<file path="src/design/mpa_pkg.sv">
/*
 * package for the matrix priority arbiter: register map, field layout,
 * master numbering and the bus carrier structs.
 * assumes a single 50 MHz clock and an axi4-lite register port.
 */
package mpa_pkg;

    // ------------------------------------------------------------
    // register map
    // ------------------------------------------------------------
    localparam logic [11:0] MPA_PRIO_OFFSET = 12'h004;
    localparam logic [31:0] MPA_PRIO_RESET  = 32'h0000_0000;
    localparam logic [31:0] MPA_PRIO_WMASK  = 32'h0003_C33F;

    // ------------------------------------------------------------
    // field positions, low bit of each two-bit field
    // ------------------------------------------------------------
    localparam int MPA_INSTR_LSB  = 0;
    localparam int MPA_DATA_LSB   = 2;
    localparam int MPA_SYSTEM_LSB = 4;
    localparam int MPA_DMA_LSB    = 8;
    localparam int MPA_FIFO_LSB   = 14;
    localparam int MPA_SECOND_LSB = 16;

    // ------------------------------------------------------------
    // masters, in ascending master number
    // ------------------------------------------------------------
    localparam int MPA_NUM_MASTERS = 6;
    typedef logic [MPA_NUM_MASTERS-1:0] mpa_vec_t;

    // master numbers 0, 1, 2, 4, 7, 8 in slot order
    localparam int MPA_FIELD_LSB [MPA_NUM_MASTERS] = '{
        MPA_INSTR_LSB, MPA_DATA_LSB, MPA_SYSTEM_LSB,
        MPA_DMA_LSB, MPA_FIFO_LSB, MPA_SECOND_LSB};

    localparam logic [1:0] MPA_OKAY   = 2'h0;
    localparam logic [1:0] MPA_SLVERR = 2'h2;

    // ------------------------------------------------------------
    // axi4-lite carriers
    // ------------------------------------------------------------
    typedef struct packed {
        logic        awvalid;
        logic [11:0] awaddr;
        logic        wvalid;
        logic [31:0] wdata;
        logic [3:0]  wstrb;
        logic        bready;
        logic        arvalid;
        logic [11:0] araddr;
        logic        rready;
    } mpa_axi_req_s;

    typedef struct packed {
        logic        awready;
        logic        wready;
        logic        bvalid;
        logic [1:0]  bresp;
        logic        arready;
        logic        rvalid;
        logic [31:0] rdata;
        logic [1:0]  rresp;
    } mpa_axi_rsp_s;

endpackage

</file>
<file path="src/design/mpa_arbiter.sv">
/*
 * matrix priority arbiter: priority register on axi4-lite and one
 * grant stage per slave port for six contending masters.
 * assumes requests synchronous to CLOCK; a master keeps its request
 * high for the whole transfer and drops it when done.
 */
// Summary of operation
// [RQ1] arbitrate only among simultaneous requests
// [RQ2] priority three highest, zero lowest
// [RQ3] equal priority: lower master number wins
// [RQ4] bits 1:0 instr, 3:2 data, reset zero
// [RQ5] bits 5:4 system, 9:8 dma, reset zero
// [RQ6] bits 15:14 fifo, 17:16 second core
// [RQ7] software keeps instr below data priority
// [RQ8] reserved bits written zero, read zero
// [RQ9] new priority applies at next decision
module mpa_arbiter #(
    parameter int NUM_SLAVES = 4
) (
    // clock and reset
    input  wire logic                                 CLOCK,
    input  wire logic                                 RST_B,
    // register bus
    input  wire mpa_pkg::mpa_axi_req_s                AXI_REQ,
    output mpa_pkg::mpa_axi_rsp_s                     AXI_RSP,
    // per slave port: master requests and one-hot grants
    input  wire mpa_pkg::mpa_vec_t [NUM_SLAVES-1:0]   MST_REQ,
    output mpa_pkg::mpa_vec_t [NUM_SLAVES-1:0]        MST_GNT
);
    import mpa_pkg::*;

    // ------------------------------------------------------------
    // elaboration checks
    // ------------------------------------------------------------
    if (NUM_SLAVES < 1) begin : g_bad_slaves
        $error("NUM_SLAVES must be at least one");
    end

    for (genvar m = 0; m < MPA_NUM_MASTERS; m++) begin : g_field_chk
        if (MPA_PRIO_WMASK[MPA_FIELD_LSB[m] +: 2] != 2'h3) begin : g_bad_field
            $error("priority field outside the writable bits");
        end
    end

    // ------------------------------------------------------------
    // priority register and axi4-lite slave
    // ------------------------------------------------------------
    logic [31:0] prio_r;
    logic        aw_held_r;
    logic [11:0] aw_addr_r;
    logic        w_held_r;
    logic [31:0] w_data_r;
    logic [3:0]  w_strb_r;
    logic        bvalid_r;
    logic [1:0]  bresp_r;
    logic        rvalid_r;
    logic [31:0] rdata_r;
    logic [1:0]  rresp_r;
    logic        wr_go;
    logic [31:0] byte_mask;

    function automatic logic prio_hit(input logic [11:0] addr);
        return addr[11:2] == MPA_PRIO_OFFSET[11:2];
    endfunction

    assign wr_go = aw_held_r && w_held_r && !bvalid_r;

    always_comb begin
        for (int b = 0; b < 4; b++) begin
            byte_mask[8*b +: 8] = {8{w_strb_r[b]}};
        end
    end

    // ------------------------------------------------------------
    // write address and data capture
    // ------------------------------------------------------------

    always_ff @(posedge CLOCK or negedge RST_B) begin
        if (!RST_B) begin
            aw_held_r <= 1'b0;
            aw_addr_r <= 12'h000;
        end else if (!aw_held_r && AXI_REQ.awvalid) begin
            aw_held_r <= 1'b1;
            aw_addr_r <= AXI_REQ.awaddr;
        end else if (wr_go) begin
            aw_held_r <= 1'b0;
        end
    end

    always_ff @(posedge CLOCK or negedge RST_B) begin
        if (!RST_B) begin
            w_held_r <= 1'b0;
            w_data_r <= 32'h0000_0000;
            w_strb_r <= 4'h0;
        end else if (!w_held_r && AXI_REQ.wvalid) begin
            w_held_r <= 1'b1;
            w_data_r <= AXI_REQ.wdata;
            w_strb_r <= AXI_REQ.wstrb;
        end else if (wr_go) begin
            w_held_r <= 1'b0;
        end
    end

    // ------------------------------------------------------------
    // priority register
    // ------------------------------------------------------------

    always_ff @(posedge CLOCK or negedge RST_B) begin
        if (!RST_B) begin
            prio_r <= MPA_PRIO_RESET;                                    // [RQ4] [RQ5] [RQ6]
        end else if (wr_go && prio_hit(aw_addr_r)) begin
            prio_r <= ((prio_r & ~byte_mask) | (w_data_r & byte_mask))
                      & MPA_PRIO_WMASK;                                  // [RQ8]
        end
    end

    // ------------------------------------------------------------
    // write response
    // ------------------------------------------------------------

    always_ff @(posedge CLOCK or negedge RST_B) begin
        if (!RST_B) begin
            bvalid_r <= 1'b0;
            bresp_r  <= MPA_OKAY;
        end else if (wr_go) begin
            bvalid_r <= 1'b1;
            bresp_r  <= prio_hit(aw_addr_r) ? MPA_OKAY : MPA_SLVERR;
        end else if (AXI_REQ.bready) begin
            bvalid_r <= 1'b0;
        end
    end

    // ------------------------------------------------------------
    // read channel
    // ------------------------------------------------------------

    always_ff @(posedge CLOCK or negedge RST_B) begin
        if (!RST_B) begin
            rvalid_r <= 1'b0;
            rdata_r  <= 32'h0000_0000;
            rresp_r  <= MPA_OKAY;
        end else if (AXI_REQ.arvalid && !rvalid_r) begin
            rvalid_r <= 1'b1;
            if (prio_hit(AXI_REQ.araddr)) begin
                rdata_r <= prio_r;                                       // [RQ8]
                rresp_r <= MPA_OKAY;
            end else begin
                rdata_r <= 32'h0000_0000;
                rresp_r <= MPA_SLVERR;
            end
        end else if (AXI_REQ.rready) begin
            rvalid_r <= 1'b0;
        end
    end

    // ------------------------------------------------------------
    // response outputs
    // ------------------------------------------------------------

    always_comb begin
        AXI_RSP.awready = !aw_held_r;
        AXI_RSP.wready  = !w_held_r;
        AXI_RSP.bvalid  = bvalid_r;
        AXI_RSP.bresp   = bresp_r;
        AXI_RSP.arready = !rvalid_r;
        AXI_RSP.rvalid  = rvalid_r;
        AXI_RSP.rdata   = rdata_r;
        AXI_RSP.rresp   = rresp_r;
    end

    // ------------------------------------------------------------
    // winner selection
    // ------------------------------------------------------------
    function automatic mpa_vec_t pick_winner(input mpa_vec_t req, input logic [31:0] prio);
        mpa_vec_t   win;
        logic [1:0] best;
        logic       found;
        logic [1:0] p;
        win   = '0;
        best  = 2'h0;
        found = 1'b0;
        for (int m = 0; m < MPA_NUM_MASTERS; m++) begin
            p = prio[MPA_FIELD_LSB[m] +: 2];
            // strictly greater keeps the lower master on ties
            if (req[m] && (!found || p > best)) begin                   // [RQ2] [RQ3]
                win   = '0;
                win[m] = 1'b1;
                best  = p;
                found = 1'b1;
            end
        end
        return win;
    endfunction

    // ------------------------------------------------------------
    // grant stage per slave port
    // ------------------------------------------------------------
    for (genvar s = 0; s < NUM_SLAVES; s++) begin : g_port
        mpa_vec_t gnt_r;
        mpa_vec_t gnt_nxt;
        logic     busy;
        logic     lone;

        assign busy = |(gnt_r & MST_REQ[s]);
        assign lone = ($countones(MST_REQ[s]) == 1);

        always_comb begin
            if (busy) begin
                gnt_nxt = gnt_r;                                         // [RQ9]
            end else if (lone) begin
                gnt_nxt = MST_REQ[s];                                    // [RQ1]
            end else begin
                gnt_nxt = pick_winner(MST_REQ[s], prio_r);               // [RQ1] [RQ9]
            end
        end

        always_ff @(posedge CLOCK or negedge RST_B) begin
            if (!RST_B) begin
                gnt_r <= '0;
            end else begin
                gnt_r <= gnt_nxt;
            end
        end

        assign MST_GNT[s] = gnt_r;
    end

endmodule

</file>
<file path="config.mk">
export PLATFORM = sky130hd
export DESIGN_NAME = mpa_arbiter
export DESIGN_NICKNAME = d
export VERILOG_FILES = /design/src/design/mpa_pkg.sv /design/src/design/mpa_arbiter.sv
export SDC_FILE = /design/constraint.sdc
export NUM_CORES = 1
export LEC_CHECK = 0
export BUFFER_PORTS_ARGS = -buffer_cell sky130_fd_sc_hd__buf_2
export CAP_MARGIN = 20
export CORE_ASPECT_RATIO = 0.9
export CORE_UTILIZATION = 57
export CTS_BUF_LIST = sky130_fd_sc_hd__clkbuf_8
export DETAILED_ROUTE_END_ITERATION = 6
export PLACE_DENSITY = 0.88
export SLEW_MARGIN = 10
export SYNTH_ARGS = -nofsm -noshare
export SYNTH_HDL_FRONTEND = slang
export SYNTH_SLANG_ARGS = --single-unit
</file>
<file path="constraint.sdc">
create_clock -name CLOCK -period 12.25 [get_ports CLOCK]
set_input_delay 3.0625 -clock CLOCK [delete_from_list [all_inputs] [get_ports CLOCK]]
set_output_delay 3.0625 -clock CLOCK [all_outputs]
set_load 0.03 [all_outputs]
</file>
Yosys cells after proc, flatten, opt, wreduce, memory -nomap -nowiden
Cells that the tools add are included.

Add/sub/neg operators: 20. Order comparisons: 20. Equal/unequal tests: 6. Muxes and demuxes: 158. Bitwise gates (word level): 8. Reductions and logical operators: 78.

Operators with widths (number): $mux 6 (23); $mux 2 (63); $mux 1 (71); $gt 2x2->1 (20); $and 18x18->18 (2); $logic_and 1x1->1 (26); $add 1x1->2 (12); $and 6x6->6 (4); $logic_not 1->1 (24); $reduce_or 6->1 (4); $eq 10x1->1 const B (2); $logic_or 1x1->1 (20); $mux 18 (1); $not 18->18 (1); $or 18x18->18 (1); $add 3x2->4 (4); $eq 4x1->1 const B (4); $add 2x2->3 (4); $reduce_bool 2->1 (4).

Flip-flop bits (word level): 109. Input port bits: 91. Output and inout bits: 65. Word-level logic and storage cells: 305.

Logic depth before layout (Yosys ltp)
Gate-level depths: netlist of the first run.

Word-level depth: 35. Depth in mapped cells: 30. Depth with buffers taken out: 29.

Worst setup path before layout of the first run
OpenSTA, ideal clock, no wires.

Path kind: in2reg. From: in MST_REQ[6] in the netlist's numbering. To: reg g_port[1].gnt_r[0]. Library setup time: 0.095 ns. Arrival time: 8.470 ns. Data required time: 12.155 ns. Slack: 3.685 ns. Stages: 27. Path buffers: 1. Path through: clkbuf_2 nand2_1 ha_1 nor2b_1 o311a_1 a32oi_1 ha_1 nor2b_1 o311ai_2 nor2_1 a21o_1 ha_1 nor2b_1 a211o_1 and3_1 a221o_1 ha_1 nor2b_1 o211ai_1 nand2_1 mux2_2 ha_1 nor2b_1 a2bb2oi_1 o2bb2ai_1 nand3_1 o31ai_1.

Longest elaborated chain between the ends: 32. Elaborated cells on any way between the ends: 63. Those cells by class: add/sub (3); order compare (5); eq/ne (1); mux (37); bitwise (1); reduce/logical (16).

RTL lines: start, declared (line mpa_arbiter.sv:27) `input wire mpa_pkg::mpa_vec_t [NUM_SLAVES-1:0] MST_REQ,`; $mux 2 / $mux 1 (equally long branches) (line mpa_arbiter.sv:185) `if (req[m] && (!found || p > best)) begin`; $mux 2 / $mux 1 (equally long branches) (line mpa_arbiter.sv:210) `end else if (lone) begin`; $mux 2 / $mux 1 (equally long branches) (line mpa_arbiter.sv:208) `if (busy) begin`; $gt 2x2->1 / $logic_not 1->1 (equally long branches) (line mpa_arbiter.sv:185); $logic_or 1x1->1 (line mpa_arbiter.sv:185); $logic_and 1x1->1 (line mpa_arbiter.sv:185); $mux 2 / $mux 1 (equally long branches) (line mpa_arbiter.sv:185); $mux 2 / $mux 1 (equally long branches) (line mpa_arbiter.sv:210); [... 16 more ...]; $mux 2 / $mux 1 (equally long branches) (line mpa_arbiter.sv:185); $mux 2 / $mux 1 (equally long branches) (line mpa_arbiter.sv:210); $mux 2 / $mux 1 (equally long branches) (line mpa_arbiter.sv:208); $gt 2x2->1 / $logic_not 1->1 (equally long branches) (line mpa_arbiter.sv:185); $logic_or 1x1->1 (line mpa_arbiter.sv:185); $logic_and 1x1->1 (line mpa_arbiter.sv:185); $mux 6 (line mpa_arbiter.sv:185); $mux 6 (line mpa_arbiter.sv:210); end signal, assigned (line mpa_arbiter.sv:221) `gnt_r <= gnt_nxt;`; end, declared (line mpa_arbiter.sv:199) `mpa_vec_t gnt_r;`.

Several ways; a longest one is shown, not always the timed one. The select of a mux whose other input is x is not followed. A chain may end at the register's enable or synchronous reset.

Worst setup path after layout of the first run
From: in MST_REQ[18] in the netlist's numbering. To: reg g_port[3].gnt_r[4].

Longest elaborated chain between the ends: 32. Elaborated cells on any way between the ends: 61. Those cells by class: add/sub (3); order compare (5); eq/ne (1); mux (35); bitwise (1); reduce/logical (16).

RTL lines (line): $mux 2 / $mux 1 (equally long branches) (mpa_arbiter.sv:185); $mux 2 / $mux 1 (equally long branches) (mpa_arbiter.sv:210); $mux 2 / $mux 1 (equally long branches) (mpa_arbiter.sv:208); $gt 2x2->1 / $logic_not 1->1 (equally long branches) (mpa_arbiter.sv:185); $logic_or 1x1->1 (mpa_arbiter.sv:185); $logic_and 1x1->1 (mpa_arbiter.sv:185); $mux 2 / $mux 1 (equally long branches) (mpa_arbiter.sv:185); $mux 2 / $mux 1 (equally long branches) (mpa_arbiter.sv:210); [... 16 more ...]; $mux 2 / $mux 1 (equally long branches) (mpa_arbiter.sv:185); $mux 2 / $mux 1 (equally long branches) (mpa_arbiter.sv:210); $mux 2 / $mux 1 (equally long branches) (mpa_arbiter.sv:208); $gt 2x2->1 / $logic_not 1->1 (equally long branches) (mpa_arbiter.sv:185); $logic_or 1x1->1 (mpa_arbiter.sv:185); $logic_and 1x1->1 (mpa_arbiter.sv:185); $mux 6 (mpa_arbiter.sv:185); $mux 6 (mpa_arbiter.sv:210); end signal, assigned (mpa_arbiter.sv:221); end, declared (mpa_arbiter.sv:199).

Several ways; a longest one is shown, not always the timed one. The select of a mux whose other input is x is not followed.

==> impl_metrics.ini, run 1 <==
[power]
internal_power_uw = 646
p_seq_share_pct = 36.1
swShare_pct = 43.0
clkPwrFrac_pct = 18.6
ir_drop_uv = 131
power_density_nw_per_um2 = 174
switching_power_uw = 486
combPwrFrac_pct = 45.3
leakage_uw = 0.00329

[clock_tree]
postCtsSetupRepairBufs = 0
cts_made_buffers = 9
clockBufferDepth = 2
ctsResizeCount = 0
cts.sinks = 79
clock_latency_ps = 360
h-tree-depth = 3
clockRootBuffer = clkbuf_8
cts.reportedPaths.clkPinSlew_ps = 90
postCtsHoldBufs = 0
cts_tree = yes

[sta]
setup_viol = 0
fin_worst_skew_ps = 12.1
slew_violations = 0
timing.final.crit_share_pct = 77.6
fin_setup_tns_ps = 0
relSlewSlack_pct = 42.5
min_period_ps = 9510
timing.fmax_mhz = 105
rsz0062_at_grt = false
worst_slew_pin_slew_ps = 860
final-hold-violation-count = 0

[yosys]
avgSynthCellArea_um2 = 9.64
synthTopCellsByCount = dfrtp_1 (79), nand2_1 (60), inv_1 (56), ha_1 (48), mux2_2 (43)
ys.flop_type = dfrtp_1
synthCells = 593
synth_warnings = 0
synth_top_area_share_pct = 34.6
seq_area_frac_synth_pct = 34.6
synth_area_leaders = dfrtp_1 (35%), ha_1 (11%), mux2_2 (8.5%)
async_flop_share_pct = 100
synth_area_um2 = 5720
yosysMostFrequentCell = dfrtp_1
synth_edf_count = 0
yosysTopAreaCell = dfrtp_1
ys_seq_elements = 79
synthDistinctLibCells = 55

[critical_path]
r2r_end = g_port[3].gnt_r[4]$_DFFE_PN0N_
slowest_delay_ps = 490
path_class = in2reg
worstPathMaxFanout = 8
worstRegToRegCells = 29
cp.arrival_ps = 9760
rrSetupSlack_ps = 4970
start_kind = primary input
worst_ep_required_time_ps = 12500
critPathCaptureType = flip-flop
critPathSlowestCell = o21ai_0

[worst_hold_path]
hold_path.class = reg2reg
hold_depth = 2
hp-start = g_port[2].gnt_r[4]$_DFFE_PN0N_
worstHoldEndpoint = g_port[2].gnt_r[4]$_DFFE_PN0N_

[finish]
synthToLayoutAreaGrowth_pct = 13.5
nNetsFinal = 844
drive_gt1_share_pct = 25.8
fin_area_um2 = 6490
utilization_pct = 66.9
antenna_cells = 0

[global_route]
overflow = 0
first_global_vias = 4984
track_usage_pct = 27.9
antenna_found_initial = 0
grt_max_degree = 80
grt_pass1_wl_um = 23100

[routing]
wire_per_inst_um = 17.0
drt_iter0_markers = 371
routed_via_density = 6.12
drc_errors = 0
finalWirelength_um = 14000
vias = 5039
first_pass_iters = 5
ant_nets = 0

[floorplan]
ios = 156
fp-row-count = 34
core_area_um2 = 9700
die_y_um = 97.0
die_x_um = 108
start_util_pct = 58.9
dieArea_um2 = 10400

[status]
status = completed

[placed_design]
place.gp.congestion = 0.920
hpwl_um = 10600
dpl-instance-area_um2 = 6250
io_buffers = 108

[job]
drv_cap = 0
## cell families after synthesis
family	after synthesis	share of synthesized area [%]
adder cells (fa/ha/maj)	60	14.7
multiplexers	47	9.35
buffers and inverters	99	8.14
AO/OA/AOI/OAI	148	19.4
other	1	0.0656
AND/OR/NAND/NOR	159	13.7
flip-flops	79	34.6
## power by group through the flow
stage | clock (uW) | sequential (uW) | combinational (uW)
3_5_place_dp | 0 | 412 | 509
2_1_floorplan | 0 | 463 | 326
6_report | 210 | 409 | 513
5_1_grt | 222 | 419 | 567
3_3_place_gp | 0 | 405 | 481
4_1_cts | 213 | 408 | 511
## metrics by stage
| step | total power, uW | std cells | setup WS [ps] | hold WS [ps] |
|---|---|---|---|---|
| 6_report | 1130 | 824 | 2740 | 504 |
| 4_1_cts | 1130 | 823 | 2930 | 512 |
| 3_3_place_gp | 886 | 807 | 2900 | 475 |
| 5_1_grt | 1210 | 824 | 2380 | 525 |
| 2_1_floorplan | 789 | 614 | 3680 | 472 |
| 3_5_place_dp | 922 | 807 | 2570 | 485 |
## routing by layer
metal  part of all wire, %  wire [um]  GRT usage [%]  vias to the layer above
met3                   7.2       1010           5.93                       41
met2                    48       6760           46.6                      239
met5                     0          0              0                        -
met1                    42       5860           34.9                     2459
met4                   2.6        360           11.5                        0
li1                      -          -              -                     2300
## cell usage in the layout (no fill, tap or decap), types with 3 or more instances in the layout
master	count
a211o_1	4
a211oi_1	3
a21oi_1	20
a221o_1	3
a221oi_1	4
a22o_1	13
a22oi_1	18
a2bb2oi_1	5
a31oi_1	9
a32oi_1	4
and2_1	3
and3_1	11
buf_2	107
clkbuf_8	10
conb_1	22
dfrtp_1	79
fa_1	12
ha_1	48
inv_1	56
mux2_2	43
nand2_1	60
nand2b_1	4
nand3_1	11
nand3b_1	3
nor2_1	23
nor2b_1	22
nor3_1	8
nor3b_1	4
o211ai_1	8
o21ai_0	18
o2bb2ai_1	4
o311a_1	3
o311ai_2	3
o31ai_1	17
## area by class of cell
class                           instances  area (um2)
Multi-Input combinational cell        436        3350
Fill cell                             743        3210
Tap cell                              126         158
Sequential cell                        79        1980
Timing Repair Buffer                  110         578
Clock inverter                          6        73.8
Clock buffer                           10         138
Inverter                               57         214
## worst max-delay path: cells and delay by family
kind | cells | cell delay [ps]
muxes | 1 | 400
AOI/OAI and AO/OA | 13 | 3370
buffers and inverters | 2 | 270
adders and majority gates | 5 | 1470
and+or+nand+nor | 9 | 1150
## worst max path at each step
stage / to / startpoint / cells after the start / slack [ps]
5_1_grt: g_port[3].gnt_r[0]$_DFFE_PN0N_ / MST_REQ[18] / 30 / 2380
6_report: g_port[3].gnt_r[4]$_DFFE_PN0N_ / MST_REQ[18] / 30 / 2740
4_1_cts: g_port[3].gnt_r[0]$_DFFE_PN0N_ / MST_REQ[18] / 30 / 2930
3_3_place_gp: g_port[3].gnt_r[1]$_DFFE_PN0N_ / MST_REQ[18] / 30 / 2900
2_1_floorplan: g_port[1].gnt_r[0]$_DFFE_PN0N_ / MST_REQ[6] / 27 / 3680
3_5_place_dp: g_port[3].gnt_r[4]$_DFFE_PN0N_ / MST_REQ[18] / 30 / 2570
(Power assumes the default switching activity.)
==> run 2, diff against run 1 <==
--- a/config.mk
+++ b/config.mk
@@ -8,10 +8,10 @@
 export BUFFER_PORTS_ARGS = -buffer_cell sky130_fd_sc_hd__buf_2
 export CAP_MARGIN = 20
 export CORE_ASPECT_RATIO = 0.9
-export CORE_UTILIZATION = 57
+export CORE_UTILIZATION = 55
 export CTS_BUF_LIST = sky130_fd_sc_hd__clkbuf_8
 export DETAILED_ROUTE_END_ITERATION = 6
-export PLACE_DENSITY = 0.88
+export PLACE_DENSITY = 0.85
 export SLEW_MARGIN = 10
 export SYNTH_ARGS = -nofsm -noshare
 export SYNTH_HDL_FRONTEND = slang
==> constraint.sdc (replaced) <==
create_clock -name CLOCK -period 9.7 [get_ports CLOCK]
set_input_delay 2.425 -clock CLOCK [delete_from_list [all_inputs] [get_ports CLOCK]]
set_output_delay 2.425 -clock CLOCK [all_outputs]
set_load 0.03 [all_outputs]
==> run 2 against run 1 <==
Against the previous run:
- power is 28% higher
- via count shrank 1.3%
- die area up 3.6%
- core utilization shrank 0.96 points
- clock skew is 1.3 ps higher
- highest routed layer unchanged
==> impl_metrics.ini, run 2 (same netlist as run 1, synthesis figures left out) <==
[critical_path]
worstPathMaxFanout = 8
cp.arrival_ps = 9040
worstRegToRegCells = 29
critPathTopFamily = compound AO/OA/AOI/OAI gates
worst_ep_required_time_ps = 9960
path_class = in2reg
critPathSlowestCell = o21ai_0
critPathCaptureType = flip-flop
start_kind = primary input
slowest_delay_ps = 480
r2r_end = g_port[3].gnt_r[1]$_DFFE_PN0N_
rrSetupSlack_ps = 2480
path_buf_inv = 2

[floorplan]
core_area_um2 = 9870
start_util_pct = 57.9
dieArea_um2 = 10800
ios = 156
die_x_um = 109
die_y_um = 98.7
fp-row-count = 34

[sta]
timing.final.crit_share_pct = 90.5
fin_hold_ws_ps = 508
final-hold-violation-count = 0
fin_setup_tns_ps = 0
relSlewSlack_pct = 43.3
timing.fmax_mhz = 114
fin_worst_skew_ps = 13.4
setup_slack_ps = 921
setup_viol = 0
rsz0062_at_grt = false
slew_violations = 0
min_period_ps = 8780
worst_slew_pin_slew_ps = 849

[power]
clkPwrFrac_pct = 20.1
power_density_nw_per_um2 = 223
p_seq_share_pct = 35.4
power.total_uw = 1450
combPwrFrac_pct = 44.5
leakage_uw = 0.00331
switching_power_uw = 616
swShare_pct = 42.4
internal_power_uw = 837
ir_drop_uv = 140

[clock_tree]
ctsResizeCount = 0
postCtsSetupRepairBufs = 0
cts_made_buffers = 9
clockRootBuffer = clkbuf_8
clockBufferDepth = 2
cts_tree = yes
cts.sinks = 79
clock_latency_ps = 370
postCtsHoldBufs = 0
cts.reportedPaths.clkPinSlew_ps = 90
h-tree-depth = 3

[routing]
drc_errors = 0
first_pass_iters = 5
wire_per_inst_um = 16.8
drt_iter0_markers = 308
finalWirelength_um = 13900
vias = 4975
routed_via_density = 6.04
ant_nets = 0

[placed_design]
io_buffers = 108
place_inst = 807
place.gp.congestion = 0.909
place_ws_ps = 676
hpwl_um = 10100

[worst_hold_path]
hold_path.class = reg2reg
hold_depth = 1
hp-start = w_data_r[15]$_DFFE_PN0P_

[finish]
nNetsFinal = 844
final_cell_mix = buf_2 (107), dfrtp_1 (79), nand2_1 (60), inv_1 (56), ha_1 (48)
synthToLayoutAreaGrowth_pct = 13.9
layout_commonest_cell = buf_2
antenna_cells = 0
layout.cells.non_filler = 824
drive_gt1_share_pct = 25.8

[global_route]
overflow = 0
grt_max_degree = 80
first_global_vias = 4781
antenna_found_initial = 0
grt_pass1_wl_um = 22300
track_usage_pct = 26.7

[status]
status = completed

[job]
drv_cap = 0
==> run 2: cell types whose count changed in the layout (fill, tap and decap cells not counted), sizes merged <==
| cell | previous run | this run |
|---|---|---|
| clkinvlp | 2 | 0 |
| inv | 60 | 62 |
| bufinv | 1 | 2 |
| clkbuf | 10 | 9 |
==> run 2: worst max-delay path by stage <==
stage | depth (start not counted) | from | slack [ps] | to
after floorplan | 27 | MST_REQ[6] | 1770 | g_port[1].gnt_r[1]$_DFFE_PN0N_
after global placement | 30 | MST_REQ[18] | 960 | g_port[3].gnt_r[1]$_DFFE_PN0N_
after detailed placement | 30 | MST_REQ[18] | 680 | g_port[3].gnt_r[0]$_DFFE_PN0N_
after CTS | 30 | MST_REQ[18] | 1030 | g_port[3].gnt_r[1]$_DFFE_PN0N_
after global routing | 30 | MST_REQ[18] | 320 | g_port[3].gnt_r[0]$_DFFE_PN0N_
final | 30 | MST_REQ[18] | 920 | g_port[3].gnt_r[1]$_DFFE_PN0N_
==> run 2: power groups by stage <==
stage	Combinational (uW)	Clock, uW	Sequential (uW)
6_report	646	292	514
4_1_cts	643	296	514
3_5_place_dp	637	0	519
3_3_place_gp	608	0	512
2_1_floorplan	412	0	585
5_1_grt	713	311	528
==> run 2: final cells by class <==
class	count	area [um2]
clock buffer	9	124
clock inverter	7	106
fill	781	3360
inverter	57	214
multi-input combinational	436	3350
sequential	79	1980
tap	126	158
timing repair buffer	110	578
==> run 2: stage by stage <==
step | cell area, um2 | util, %
CTS | 6480 | 65.7
finish | 6510 | 66.0
global placement | 6250 | 63.3
global route | 6510 | 66.0
floorplan | 5800 | -
detailed placement | 6250 | 63.3
==> run 2: per-layer routing <==
layer | up-vias | wire length (um) | track usage, %
li1 | 2307 | - | -
met1 | 2416 | 5880 | 33.2
met2 | 221 | 6700 | 45.1
met3 | 31 | 1020 | 6.68
met4 | 0 | 297 | 9.13
met5 | - | 0 | 0
